--- src/hw/adcaq_regs.vh ---
// Register map, field positions, reset values and timing counts of the
// acquisition register block. Definitions only; included by the design files.
// Operation
// - Writing one to command bit 0 starts one conversion on the addressed channel.
// - Writing one to command bit 1 starts a pipelined run through all channels.
// - Command bits 4..2 pick the channel for single-channel conversion.
// - Command bit 5 enables the sequencer; bit 6 is reserved.
// - Command bit 7 enables the interrupt on single conversion done.
// - Command bit 8 lets the burst sequencer start acquisition runs.
// - Command bits 11..9 name the channel that raises the sequencer interrupt.
// - Command bits 13..12 select the input source feeding channel 7.
// - Command bit 14 selects the external zero-volt reference.
// - Command bit 15 selects the external full-scale reference.
// - Status is read-only except bits 12..8, input buffer enables channels 4..0, and reserved bit 15.
// - Results hold ten-bit two's complement in bits 11..2, sign copied to 15..12.
// - After a conversion is stored, result bits 1..0 read as zero.
`ifndef ADCAQ_REGS_VH
`define ADCAQ_REGS_VH

// Register indices; byte address is four times the index
`define ADCAQ_IDX_CMD 16'he000
`define ADCAQ_IDX_STA 16'he001
`define ADCAQ_IDX_CH6 16'he002
`define ADCAQ_IDX_CH7 16'he003
`define ADCAQ_IDX_CH0 16'he004
`define ADCAQ_IDX_IRQ_STA 16'he00a
`define ADCAQ_IDX_IRQ_MSK 16'he00b

// Command fields
`define ADCAQ_CMD_SINGLE 0
`define ADCAQ_CMD_PIPE 1
`define ADCAQ_CMD_ADDR_LO 2
`define ADCAQ_CMD_SEQ_EN 5
`define ADCAQ_CMD_RSVD 6
`define ADCAQ_CMD_SIRQ_EN 7
`define ADCAQ_CMD_BURST_EN 8
`define ADCAQ_CMD_ICH_LO 9
`define ADCAQ_CMD_SRC7_LO 12
`define ADCAQ_CMD_ZREF 14
`define ADCAQ_CMD_FREF 15
// Writable command bits: all but starts and reserved bit 6
`define ADCAQ_CMD_WMASK 16'hffbc
`define ADCAQ_CMD_RESET 16'h0000

// Status fields
`define ADCAQ_STA_BUF_LO 8
`define ADCAQ_STA_CARRY 13
`define ADCAQ_STA_BORROW 14
`define ADCAQ_STA_RSVD 15
`define ADCAQ_STA_WMASK 16'h9f00

// Interrupt status bits
`define ADCAQ_IRQ_SINGLE 0
`define ADCAQ_IRQ_SEQ 1

// Conversion time per channel, ns, and cycles at 20 MHz
`define ADCAQ_CLK_NS 50
`define ADCAQ_CONV_NS 1100
`define ADCAQ_CONV_CYC ((`ADCAQ_CONV_NS + `ADCAQ_CLK_NS - 1) / `ADCAQ_CLK_NS)

`endif

--- src/hw/adcaq_result_fmt.v ---
// Formats a raw ten-bit converter word into the stored result layout.
// Assumes the raw word is two's complement, bit 9 the sign.
`timescale 1ns/1ps
module adcaq_result_fmt (
  // Raw sample
  input wire [9:0] raw_i,
  // Formatted result word
  output wire [15:0] word_o
);
  // Sign copied up, value in 11..2, low bits zero
  assign word_o = {{4{raw_i[9]}}, raw_i, 2'b00};
endmodule

--- src/hw/adcaq_conv_timer.v ---
// Counts one conversion time for the converter in front of the block.
// Assumes start is a single-cycle pulse accepted only while idle.
`timescale 1ns/1ps
`include "adcaq_regs.vh"
module adcaq_conv_timer #(
  parameter CYCLES = `ADCAQ_CONV_CYC
) (
  // Clock and reset
  input wire clk_i,
  input wire rst_i,
  // Control
  input wire start_i,
  output wire busy_o,
  output wire done_o
);
  reg [15:0] cnt_reg;
  reg done_reg;

  // Down-counter; done pulses as the count ends
  always @(posedge clk_i) begin
    if (rst_i) begin
      cnt_reg <= 16'h0000;
      done_reg <= 1'b0;
    end else begin
      done_reg <= (cnt_reg == 16'h0001);
      if (start_i && cnt_reg == 16'h0000) begin
        cnt_reg <= CYCLES[15:0];
      end else if (cnt_reg != 16'h0000) begin
        cnt_reg <= cnt_reg - 16'h0001;
      end
    end
  end

  assign busy_o = (cnt_reg != 16'h0000);
  assign done_o = done_reg;
endmodule

--- src/hw/adcaq_top.v ---
// Acquisition register block: Wishbone slave, sequencer and result store.
// Assumes a classic Wishbone master, and a converter whose sample is valid
// on adc_data_i when the conversion time has elapsed.
`timescale 1ns/1ps
`include "adcaq_regs.vh"
module adcaq_top #(
  parameter CONV_CYCLES = `ADCAQ_CONV_CYC
) (
  // Clock and reset
  input wire clk_i,
  input wire rst_i,
  // Wishbone slave
  input wire cyc_i,
  input wire stb_i,
  input wire we_i,
  input wire [17:0] adr_i,
  input wire [3:0] sel_i,
  input wire [31:0] dat_i,
  output reg [31:0] dat_o,
  output reg ack_o,
  // Converter side
  input wire [9:0] adc_data_i,
  input wire adc_borrow_i,
  input wire adc_carry_i,
  output reg [2:0] adc_chan_o,
  output reg adc_start_o,
  output reg [1:0] ch7_source_o,
  output reg ext_zero_ref_o,
  output reg ext_full_ref_o,
  output reg [4:0] input_buffer_o,
  // Burst sequencer trigger
  input wire burst_start_i,
  // Interrupt
  output wire irq_o
);
  localparam ST_IDLE = 2'd0;
  localparam ST_CONV = 2'd1;
  localparam ST_NEXT = 2'd2;

  reg [15:0] cmd_reg;
  reg [15:0] sta_reg;
  reg [15:0] res_reg [0:7];
  reg [1:0] irq_sta_reg;
  reg [1:0] irq_msk_reg;
  reg [1:0] state_reg;
  reg pipe_reg;
  reg [7:0] busy_reg;
  wire [15:0] idx;
  wire [15:0] wdat;
  wire [15:0] fmt_word;
  wire tmr_done;
  wire req;
  wire wr;
  wire rd;
  wire hit_res;
  wire [2:0] res_sel;
  wire wr_cmd;
  wire single_go;
  wire pipe_go;
  reg [15:0] rd_mux;

  // Word index from the byte address; low half of the data bus carries 16 bits
  assign idx = adr_i[17:2];
  assign wdat = dat_i[15:0];
  assign req = cyc_i && stb_i && !ack_o;
  assign wr = req && we_i && (sel_i[1:0] == 2'b11);
  assign rd = req && !we_i;
  assign wr_cmd = wr && (idx == `ADCAQ_IDX_CMD);
  // Result registers: ch6,ch7 at e002/e003, ch0..ch5 at e004..e009
  assign hit_res = (idx >= `ADCAQ_IDX_CH6) && (idx <= 16'he009);
  assign res_sel = (idx == `ADCAQ_IDX_CH6) ? 3'd6 :
                   (idx == `ADCAQ_IDX_CH7) ? 3'd7 :
                   idx[2:0] - 3'd4;

  // Start strobes, accepted only with the sequencer enabled and idle
  assign single_go = wr_cmd && wdat[`ADCAQ_CMD_SINGLE]
                     && cmd_reg[`ADCAQ_CMD_SEQ_EN];
  assign pipe_go = (wr_cmd && wdat[`ADCAQ_CMD_PIPE]
                    || burst_start_i && cmd_reg[`ADCAQ_CMD_BURST_EN])
                   && cmd_reg[`ADCAQ_CMD_SEQ_EN];

  adcaq_conv_timer #(
    .CYCLES(CONV_CYCLES)
  ) u_timer (
    .clk_i(clk_i),
    .rst_i(rst_i),
    .start_i(adc_start_o),
    .busy_o(),
    .done_o(tmr_done)
  );

  adcaq_result_fmt u_fmt (
    .raw_i(adc_data_i),
    .word_o(fmt_word)
  );

  // Bus acknowledge: one cycle after the request, dropped the next cycle
  always @(posedge clk_i) begin
    if (rst_i) begin
      ack_o <= 1'b0;
    end else begin
      ack_o <= req;
    end
  end

  // Read data mux
  always @* begin
    rd_mux = 16'h0000;
    if (idx == `ADCAQ_IDX_CMD) begin
      rd_mux = cmd_reg & `ADCAQ_CMD_WMASK;
    end else if (idx == `ADCAQ_IDX_STA) begin
      rd_mux = {sta_reg[15:8], busy_reg};
    end else if (hit_res) begin
      rd_mux = res_reg[res_sel];
    end else if (idx == `ADCAQ_IDX_IRQ_STA) begin
      rd_mux = {14'h0000, irq_sta_reg};
    end else if (idx == `ADCAQ_IDX_IRQ_MSK) begin
      rd_mux = {14'h0000, irq_msk_reg};
    end
  end

  // Read data register; unmapped reads return zero
  always @(posedge clk_i) begin
    if (rst_i) begin
      dat_o <= 32'h00000000;
    end else if (rd) begin
      dat_o <= {16'h0000, rd_mux};
    end
  end

  // Command register; start bits self-clear and reserved bit stays zero
  always @(posedge clk_i) begin
    if (rst_i) begin
      cmd_reg <= `ADCAQ_CMD_RESET;
    end else if (wr_cmd) begin
      cmd_reg <= wdat & `ADCAQ_CMD_WMASK;
    end
  end

  // Analog controls driven from command and status fields
  always @(posedge clk_i) begin
    if (rst_i) begin
      ch7_source_o <= 2'b00;
      ext_zero_ref_o <= 1'b0;
      ext_full_ref_o <= 1'b0;
      input_buffer_o <= 5'h00;
    end else begin
      ch7_source_o <= cmd_reg[`ADCAQ_CMD_SRC7_LO +: 2];
      ext_zero_ref_o <= cmd_reg[`ADCAQ_CMD_ZREF];
      ext_full_ref_o <= cmd_reg[`ADCAQ_CMD_FREF];
      input_buffer_o <= sta_reg[`ADCAQ_STA_BUF_LO +: 5];
    end
  end

  // Status: writable buffer enables and reserved bit, borrow and carry latched at conversion end
  always @(posedge clk_i) begin
    if (rst_i) begin
      sta_reg <= 16'h0000;
    end else begin
      if (wr && idx == `ADCAQ_IDX_STA) begin
        sta_reg[15] <= wdat[15];
        sta_reg[12:8] <= wdat[12:8];
      end
      if (tmr_done) begin
        sta_reg[`ADCAQ_STA_BORROW] <= adc_borrow_i;
        sta_reg[`ADCAQ_STA_CARRY] <= adc_carry_i;
      end
      sta_reg[7:0] <= 8'h00;
    end
  end

  // Sequencer: single conversion or pipelined run over channels 0..7
  always @(posedge clk_i) begin
    if (rst_i) begin
      state_reg <= ST_IDLE;
      pipe_reg <= 1'b0;
      adc_chan_o <= 3'd0;
      adc_start_o <= 1'b0;
    end else begin
      adc_start_o <= 1'b0;
      case (state_reg)
        ST_IDLE: begin
          if (pipe_go) begin
            pipe_reg <= 1'b1;
            adc_chan_o <= 3'd0;
            adc_start_o <= 1'b1;
            state_reg <= ST_CONV;
          end else if (single_go) begin
            pipe_reg <= 1'b0;
            adc_chan_o <= wdat[`ADCAQ_CMD_ADDR_LO +: 3];
            adc_start_o <= 1'b1;
            state_reg <= ST_CONV;
          end
        end
        ST_CONV: begin
          if (tmr_done) begin
            state_reg <= (pipe_reg && adc_chan_o != 3'd7) ? ST_NEXT : ST_IDLE;
          end
        end
        ST_NEXT: begin
          adc_chan_o <= adc_chan_o + 3'd1;
          adc_start_o <= 1'b1;
          state_reg <= ST_CONV;
        end
        default: begin
          state_reg <= ST_IDLE;
        end
      endcase
    end
  end

  // Per-channel busy flags and result store, one entry per channel
  genvar g;
  generate
    for (g = 0; g < 8; g = g + 1) begin : g_chan
      always @(posedge clk_i) begin
        if (rst_i) begin
          busy_reg[g] <= 1'b0;
          res_reg[g] <= 16'h0000;
        end else begin
          if (adc_start_o && adc_chan_o == g) begin
            busy_reg[g] <= 1'b1;
          end else if (tmr_done && adc_chan_o == g) begin
            busy_reg[g] <= 1'b0;
          end
          if (tmr_done && adc_chan_o == g) begin
            res_reg[g] <= fmt_word;
          end else if (wr && hit_res && res_sel == g) begin
            res_reg[g] <= wdat;
          end
        end
      end
    end
  endgenerate

  // Sticky interrupt status; set wins over the clear-on-read
  always @(posedge clk_i) begin
    if (rst_i) begin
      irq_sta_reg <= 2'b00;
      irq_msk_reg <= 2'b00;
    end else begin
      if (wr && idx == `ADCAQ_IDX_IRQ_MSK) begin
        irq_msk_reg <= wdat[1:0];
      end
      irq_sta_reg[`ADCAQ_IRQ_SINGLE] <=
        (tmr_done && !pipe_reg && cmd_reg[`ADCAQ_CMD_SIRQ_EN])
        || (irq_sta_reg[`ADCAQ_IRQ_SINGLE] && !(rd && idx == `ADCAQ_IDX_IRQ_STA));
      irq_sta_reg[`ADCAQ_IRQ_SEQ] <=
        (tmr_done && pipe_reg
         && adc_chan_o == cmd_reg[`ADCAQ_CMD_ICH_LO +: 3])
        || (irq_sta_reg[`ADCAQ_IRQ_SEQ] && !(rd && idx == `ADCAQ_IDX_IRQ_STA));
    end
  end

  // Level interrupt while any unmasked status bit is set
  assign irq_o = |(irq_sta_reg & irq_msk_reg);
endmodule

--- config.mk ---
export PLATFORM = sky130hd
export DESIGN_NAME = adcaq_top
export DESIGN_NICKNAME = d
export VERILOG_FILES = /design/src/hw/adcaq_result_fmt.v /design/src/hw/adcaq_conv_timer.v /design/src/hw/adcaq_top.v
export VERILOG_INCLUDE_DIRS = /design/src /design/src/hw
export SDC_FILE = /design/constraint.sdc
export NUM_CORES = 1
export LEC_CHECK = 0
export ABC_AREA = 1
export BUFFER_PORTS_ARGS = -buffer_cell sky130_fd_sc_hd__buf_2
export CORE_UTILIZATION = 60
export CTS_CLUSTER_DIAMETER = 30
export DETAILED_ROUTE_END_ITERATION = 12
export PLACE_DENSITY_LB_ADDON = 0.12
export SYNTH_ARGS = -nofsm -noshare
export SYNTH_HDL_FRONTEND = slang
export SYNTH_HIERARCHICAL = 1
export SYNTH_SLANG_ARGS = --single-unit
--- constraint.sdc ---
create_clock -name clk_i -period 3.66 [get_ports clk_i]
set_input_delay 0.183 -clock clk_i [delete_from_list [all_inputs] [get_ports clk_i]]
set_output_delay 0.183 -clock clk_i [all_outputs]
set_load 0.005 [all_outputs]
==> flow_metrics.tcl, run 1 <==
set metrics [dict create \
    status "finished, final reports clean" \
    setup_tns_ps 0 \
    cts_sinks 211 \
    met2_usage 0.555 \
    drtIter0Drc 993 \
    first_pass_iters 6 \
    post_synth.cell_area_avg_um2 8.69 \
    areaGrowthSynthToFinish_pct 17.9 \
    hp-class "input pin to flop" \
    largest_reg_flops 128 \
    switching_share 0.279 \
    synth_seq_cells 211 \
    overflow 0 \
    ctsLongestPathBuffers 3 \
    antenna_found_initial 0 \
    timing.fmax_mhz 393 \
    synth_edf_count 128 \
    ff2ff_setup_slack_ps 1110 \
    drv_slew 0 \
    yosys_warnings 6 \
    syn_inst 1223 \
    n_antenna_cell 0 \
    crit_required_ps 3870 \
    postPlaceCellArea_mm2 0.0110 \
    post-cts-setup-buffer-count 0 \
    clkLatencyLatePin_ps 520 \
    track_usage 0.337 \
    endpoint "res_reg[0][0]$_DFFE_PP_" \
    post-route-cell-area_mm2 0.0125 \
    cp-start-kind "flop" \
    detail-route-antenna-nets 0 \
    cts_tree "done" \
    arrival_ps 2750 \
    p_leak_uw 0.00518 \
    coreArea_mm2 0.0173 \
    synthArstFlopShare 0 \
    p_clk_frac 0.479 \
    layout_common_cells "265 x nand2_1, 130 x inv_1, 128 x edfxtp_1, 118 x o21ai_0, 85 x nor2_1" \
    rr_startpoint "adc_chan_o[0]$_SDFFE_PP0P_" \
    powerDensity_mw_per_mm2 620 \
    die_x_um 135 \
    drv_cap 0 \
    rr_worst_depth 8 \
    end_kind "flop" \
    p_int_uw 5600 \
    initial_core_util 0.614 \
    num_rows 48 \
    fp.dieH_um 135 \
    comb_power_share 0.161 \
    grt_pass1_wl_mm 46.3 \
    finalSetupViolCount 0 \
    worst_slew_pin_slew_ps 950 \
    gp_congestion 0.890 \
    fin_worst_skew_ps 19.2 \
    netlist-cell-type-count 45 \
    grt_pass1_vias 8632 \
    hold_viol 0 \
    wl_mm 30.0 \
    ios 119 \
    nNetsFinal 1398 \
    pwr-share-seq 0.359 \
    critPathKind "flop to flop" \
    fin_hold_ws_ps 35.7 \
    io_buffers 82 \
    critPathSlowestCell "dfxtp_1" \
    crit_fanout 17 \
    final_common_cell "nand2_1" \
    grt_max_degree 44 \
    root_buffer "clkbuf_16" \
    path_clk_slew_ps 50 \
    p_sw_uw 2170 \
    htree_num_levels 2 \
    viasPerCell 5.90 \
    worstPathCellList "inv_1, ha_1, nand3_1, nand2_1, inv_1, nand3_4, nand2_1, buf_4" \
    synth_seq_area_share 0.518 \
    fin_crit_ps 2550 \
    finalCritPeriodShare 0.696 \
    post_route_cells_drive_above_1_share 0.170 \
    syn_area_mm2 0.0106 \
    drc_errors 0 \
    postLayoutCoreUtil 0.724 \
    relSlewSlack 0.365 \
    dieArea_mm2 0.0182 \
    hpwl_mm 19.1 \
    top_usage_layer "met2" \
    via_count 9284 \
    whs_path_depth 3 \
    use_met1 0.436 \
    slowest_delay_ps 490 \
    cts_made_buffers 42 \
    global_route.usage.met3 0.0465 \
    rsz0062_at_grt "false" \
    crit_path_start "adc_chan_o[0]$_SDFFE_PP0P_" \
    ys.flop_type "edfxtp_1" \
    reg2reg_to "res_reg[0][0]$_DFFE_PP_" \
    vdd_drop_max_v 0.000741 \
    post_drt_wl_per_cell_um 19.1 \
]
[worst min-delay path by stage]
stage               slack (ps)                               to           from
floorplan                  250  u_timer/cnt_reg[2]$_SDFFE_PP0P_          rst_i
finish                      40      irq_msk_reg[1]$_SDFFE_PP0P_       dat_i[1]
CTS                         10      irq_msk_reg[1]$_SDFFE_PP0P_       dat_i[1]
detailed placement         420         sta_reg[14]$_SDFFE_PP0P_   adc_borrow_i
global route                70          res_reg[7][5]$_DFFE_PP_  adc_data_i[3]
global placement           420         sta_reg[14]$_SDFFE_PP0P_   adc_borrow_i
[cells by family (layout without fill, tap and decap cells)]
family / Yosys count / after routing / share of synthesized area
other: 2 / 18 / 0.000707
DFF: 211 / 211 / 0.518
and+or+nand+nor: 453 / 453 / 0.197
AOI/OAI and AO/OA: 320 / 320 / 0.170
xor gates and xnor gates: 6 / 6 / 0.00495
buffers and inverters: 223 / 332 / 0.0998
adders and majority gates: 8 / 8 / 0.00942
[layer usage]
layer	routed length, um	vias up
met5	0	-
met4	1180	0
met3	2900	91
met2	14400	558
met1	11500	4302
li1	-	4333
[critical path: cells and delay by family, from the launching register on]
kind | cells | cell delay, ps
fa+ha+maj | 1 | 280
buf+inv | 3 | 590
flops | 1 | 490
simple gates | 4 | 880
[layout make-up]
class                      count  area (um2)
sequential                   211        5510
clock inverter                22         218
clock buffer                  52        1170
multi-input combinational    805        4120
tap                          225         282
timing repair buffer         118         706
inverter                     140         526
fill                        1310        4770
[power groups by stage]
stage          Sequential (uW)  Combinational (uW)  Clock [uW]
3_5_place_dp              2830                1210           0
5_1_grt                   2800                1410        3840
6_report                  2790                1250        3720
3_3_place_gp              2820                1190           0
2_1_floorplan             2800                 992           0
4_1_cts                   2790                1240        3730
[stage by stage]
step / std cells / power [uW] / worst slack, ps
3_5_place_dp: 1489 / 4040 / 1030
3_3_place_gp: 1489 / 4020 / 1080
5_1_grt: 1573 / 8050 / 993
2_1_floorplan: 1239 / 3790 / 1560
4_1_cts: 1573 / 7750 / 1180
6_report: 1573 / 7760 / 1110
[timing repair]
| item | in CTS | in global routing |
|---|---|---|
| setup endpoints to repair | 0 | 0 |
| endpoints found under the hold margin | 9 | 0 |
| gates resized for setup | 0 | 0 |
| hold buffers | 10 | 0 |
[Yosys cell counts, types with 2 or more instances]
cell        n  area share
nand2_1   265       0.094
inv_1     130       0.046
edfxtp_1  128        0.36
o21ai_0   118       0.056
nor2_1     85       0.030
dfxtp_1    83        0.16
o22ai_1    75       0.044
a21oi_1    54       0.025
nand3_1    54       0.025
o21ai_1    39       0.018
buf_4      36       0.025
clkbuf_1   25      0.0088
o21ai_2    12      0.0099
buf_2      11      0.0052
buf_6      10       0.011
nand3_4     9       0.015
ha_1        8      0.0094
nand4_1     7      0.0041
nor2_2      6      0.0035
clkinv_1    5      0.0018
inv_2       5      0.0018
o31ai_1     5      0.0035
xor2_1      5      0.0041
nand2_2     4      0.0024
nor2_4      4      0.0042
o211ai_1    4      0.0028
a22oi_1     3      0.0021
a32o_1      3      0.0028
nand2_4     3      0.0032
nand3_2     3      0.0028
nor2_8      3      0.0057
nor3_1      3      0.0014
or2_2       3      0.0018
a21o_1      2      0.0014
conb_1      2     0.00071
nand3b_1    2      0.0014
Note: power is estimated with default switching activity, not from simulation.
==> run 2: changes to the inputs <==
--- a/config.mk
+++ b/config.mk
@@ -8,7 +8,7 @@
 export LEC_CHECK = 0
 export ABC_AREA = 1
 export BUFFER_PORTS_ARGS = -buffer_cell sky130_fd_sc_hd__buf_2
-export CORE_UTILIZATION = 60
+export CORE_UTILIZATION = 59
 export CTS_CLUSTER_DIAMETER = 30
 export DETAILED_ROUTE_END_ITERATION = 12
 export PLACE_DENSITY_LB_ADDON = 0.12
==> constraint.sdc (replaced) <==
create_clock -name clk_i -period 2.4 [get_ports clk_i]
set_input_delay 0.12 -clock clk_i [delete_from_list [all_inputs] [get_ports clk_i]]
set_output_delay 0.12 -clock clk_i [all_outputs]
set_load 0.005 [all_outputs]
==> run 2 against run 1 <==
  * Highest routed layer unchanged
  * Largest cell class unchanged
  * Sequential cell count unchanged
  * Total power rose by 51%
  * Worst hold slack got worse by 18 ps
  * Count of clock-buffer cells in the layout up 3
  * Wire length up 1.6%
  * Worst setup slack lost 880 ps
  * Final cell count grew 1.7%
  * Core utilization increased by 0.61 points
  * Largest power group unchanged
  * Final area is 1.5% higher
==> flow_metrics.tcl, run 2 (synthesis gave the netlist of run 1 again) <==
set metrics [dict create \
    num_rows 48 \
    end_kind "flop" \
    post_route_cells_drive_above_1_share 0.176 \
    track_usage 0.340 \
    nFillCells 1312 \
    finalSetupViolCount 0 \
    dpl.cell_count 1507 \
    vdd_drop_max_v 0.00101 \
    rsz0062_at_grt "false" \
    cts_sinks 211 \
    n_antenna_cell 0 \
    worst_slew_pin_slew_ps 972 \
    final_common_cell "nand2_1" \
    rr_worst_depth 9 \
    grt_pass1_wl_mm 47.3 \
    fin_worst_skew_ps 10.4 \
    arrival_ps 2530 \
    status "finished, final reports clean" \
    io_buffers 82 \
    first_pass_iters 6 \
    ff2ff_setup_slack_ps 230 \
    rr_startpoint "adc_chan_o[0]$_SDFFE_PP0P_" \
    critPathKind "flop to flop" \
    timing.fmax_mhz 460 \
    drv_cap 0 \
    cts_made_buffers 41 \
    htree_num_levels 2 \
    hold_viol 0 \
    largest_reg_flops 128 \
    p_leak_uw 0.00529 \
    fin_crit_ps 2170 \
    finalCritPeriodShare 0.905 \
    antenna_found_initial 0 \
    initial_core_util 0.610 \
    crit_path_start "adc_chan_o[0]$_SDFFE_PP0P_" \
    fin_cells 1600 \
    powerDensity_mw_per_mm2 921 \
    viasPerCell 5.85 \
    areaGrowthSynthToFinish_pct 19.7 \
    crit_fanout 12 \
    setup_tns_ps 0 \
    root_buffer "clkbuf_16" \
    nNetsFinal 1422 \
    post-route-cell-area_mm2 0.0127 \
    grt_max_degree 34 \
    overflow 0 \
    hpwl_mm 19.7 \
    crit_required_ps 2760 \
    drc_errors 0 \
    path_clk_slew_ps 50 \
    grt_pass1_vias 8919 \
    ios 119 \
    drv_slew 0 \
    coreArea_mm2 0.0174 \
    endpoint "res_reg[2][12]$_DFFE_PP_" \
    post-cts-setup-buffer-count 0 \
    post_drt_wl_per_cell_um 19.1 \
    via_count 9356 \
    reg2reg_to "res_reg[2][12]$_DFFE_PP_" \
    fp.dieH_um 136 \
    die_x_um 136 \
    layout_common_cells "265 x nand2_1, 130 x inv_1, 128 x edfxtp_1, 118 x o21ai_0, 85 x nor2_1" \
    cts_tree "done" \
    ctsLongestPathBuffers 3 \
    postPlaceCellArea_mm2 0.0112 \
    relSlewSlack 0.350 \
    clkLatencyLatePin_ps 510 \
    cp-start-kind "flop" \
    gp_congestion 0.898 \
    wl_mm 30.5 \
    drtIter0Drc 987 \
    dieArea_mm2 0.0186 \
    detail-route-antenna-nets 0 \
    hp-class "input pin to flop" \
]
## run 2: cell count changes in the layout (fill, tap and decap cells not counted)
cell / change
clkinv_2: -4
clkinv_1: +2
inv_6: +1
clkbuf_8: -2
buf_12: +2
inv_4: +2
clkbuf_1: +5
bufinv_16: -1
clkinvlp_4: -1
buf_4: +16
dlygate4sd3_1: +7
## run 2: layout make-up
cell class | count | area, um2 | area share
Clock inverter | 21 | 189 | 0.0149
Sequential cell | 211 | 5510 | 0.433
Clock buffer | 55 | 1160 | 0.0913
Inverter | 140 | 526 | 0.0413
Timing Repair Buffer | 143 | 936 | 0.0736
Tap cell | 225 | 282 | 0.0221
Multi-Input combinational cell | 805 | 4120 | 0.324
## run 2: stage by stage
| step | hold slack, ps | utilization | setup WS [ps] | power (uW) |
|---|---|---|---|---|
| after floorplan | 189 | - | 295 | 5780 |
| after detailed placement | 367 | 0.643 | 286 | 6200 |
| after CTS | 1.35 | 0.730 | 235 | 11700 |
| after global routing | 14.2 | 0.730 | 55.5 | 12200 |
| after global placement | 350 | 0.643 | 317 | 6150 |
| final | 18.1 | 0.730 | 228 | 11700 |
## run 2: worst min-delay path by stage
stage | to | cells past startpoint | slack [ps] | startpoint
after floorplan | u_timer/cnt_reg[2]$_SDFFE_PP0P_ | 1 | 190 | rst_i
after global placement | sta_reg[13]$_SDFFE_PP0P_ | 3 | 350 | adc_carry_i
after detailed placement | sta_reg[13]$_SDFFE_PP0P_ | 3 | 370 | adc_carry_i
after CTS | res_reg[0][9]$_DFFE_PP_ | 3 | 1 | adc_data_i[7]
after global routing | res_reg[7][7]$_DFFE_PP_ | 3 | 10 | adc_data_i[5]
final | res_reg[0][9]$_DFFE_PP_ | 3 | 20 | adc_data_i[7]
## run 2: worst max-delay path: stages, from the launching register on
cell and delay (ps):
dfxtp_1 300, inv_1 100, ha_1 180, inv_1 40, nor2_1 120, nand2_1 100
nor2_1 740, buf_4 280, nand2_1 50, o21ai_1 90
## run 2: timing repair
item	4_1_cts	5_1_grt
gates resized for setup	0	0
hold endpoints to repair	32	0
endpoints found under the setup margin	0	0
hold buffers	17	0
## run 2: per-layer routing
layer  wire length (um)  up-vias  GRT usage
li1                   -     4377          -
met1              11500     4313      0.422
met2              14900      551      0.568
met3               2820      115     0.0570
met4               1320        0      0.178
met5                  0        -          0
## run 2: report_power, final
part	switching (uW)	leakage, uW	internal (uW)	total [uW]
Clock	1810	0.000666	3700	5500
Combinational	1330	0.00263	637	1970
Sequential	157	0.00199	4080	4240
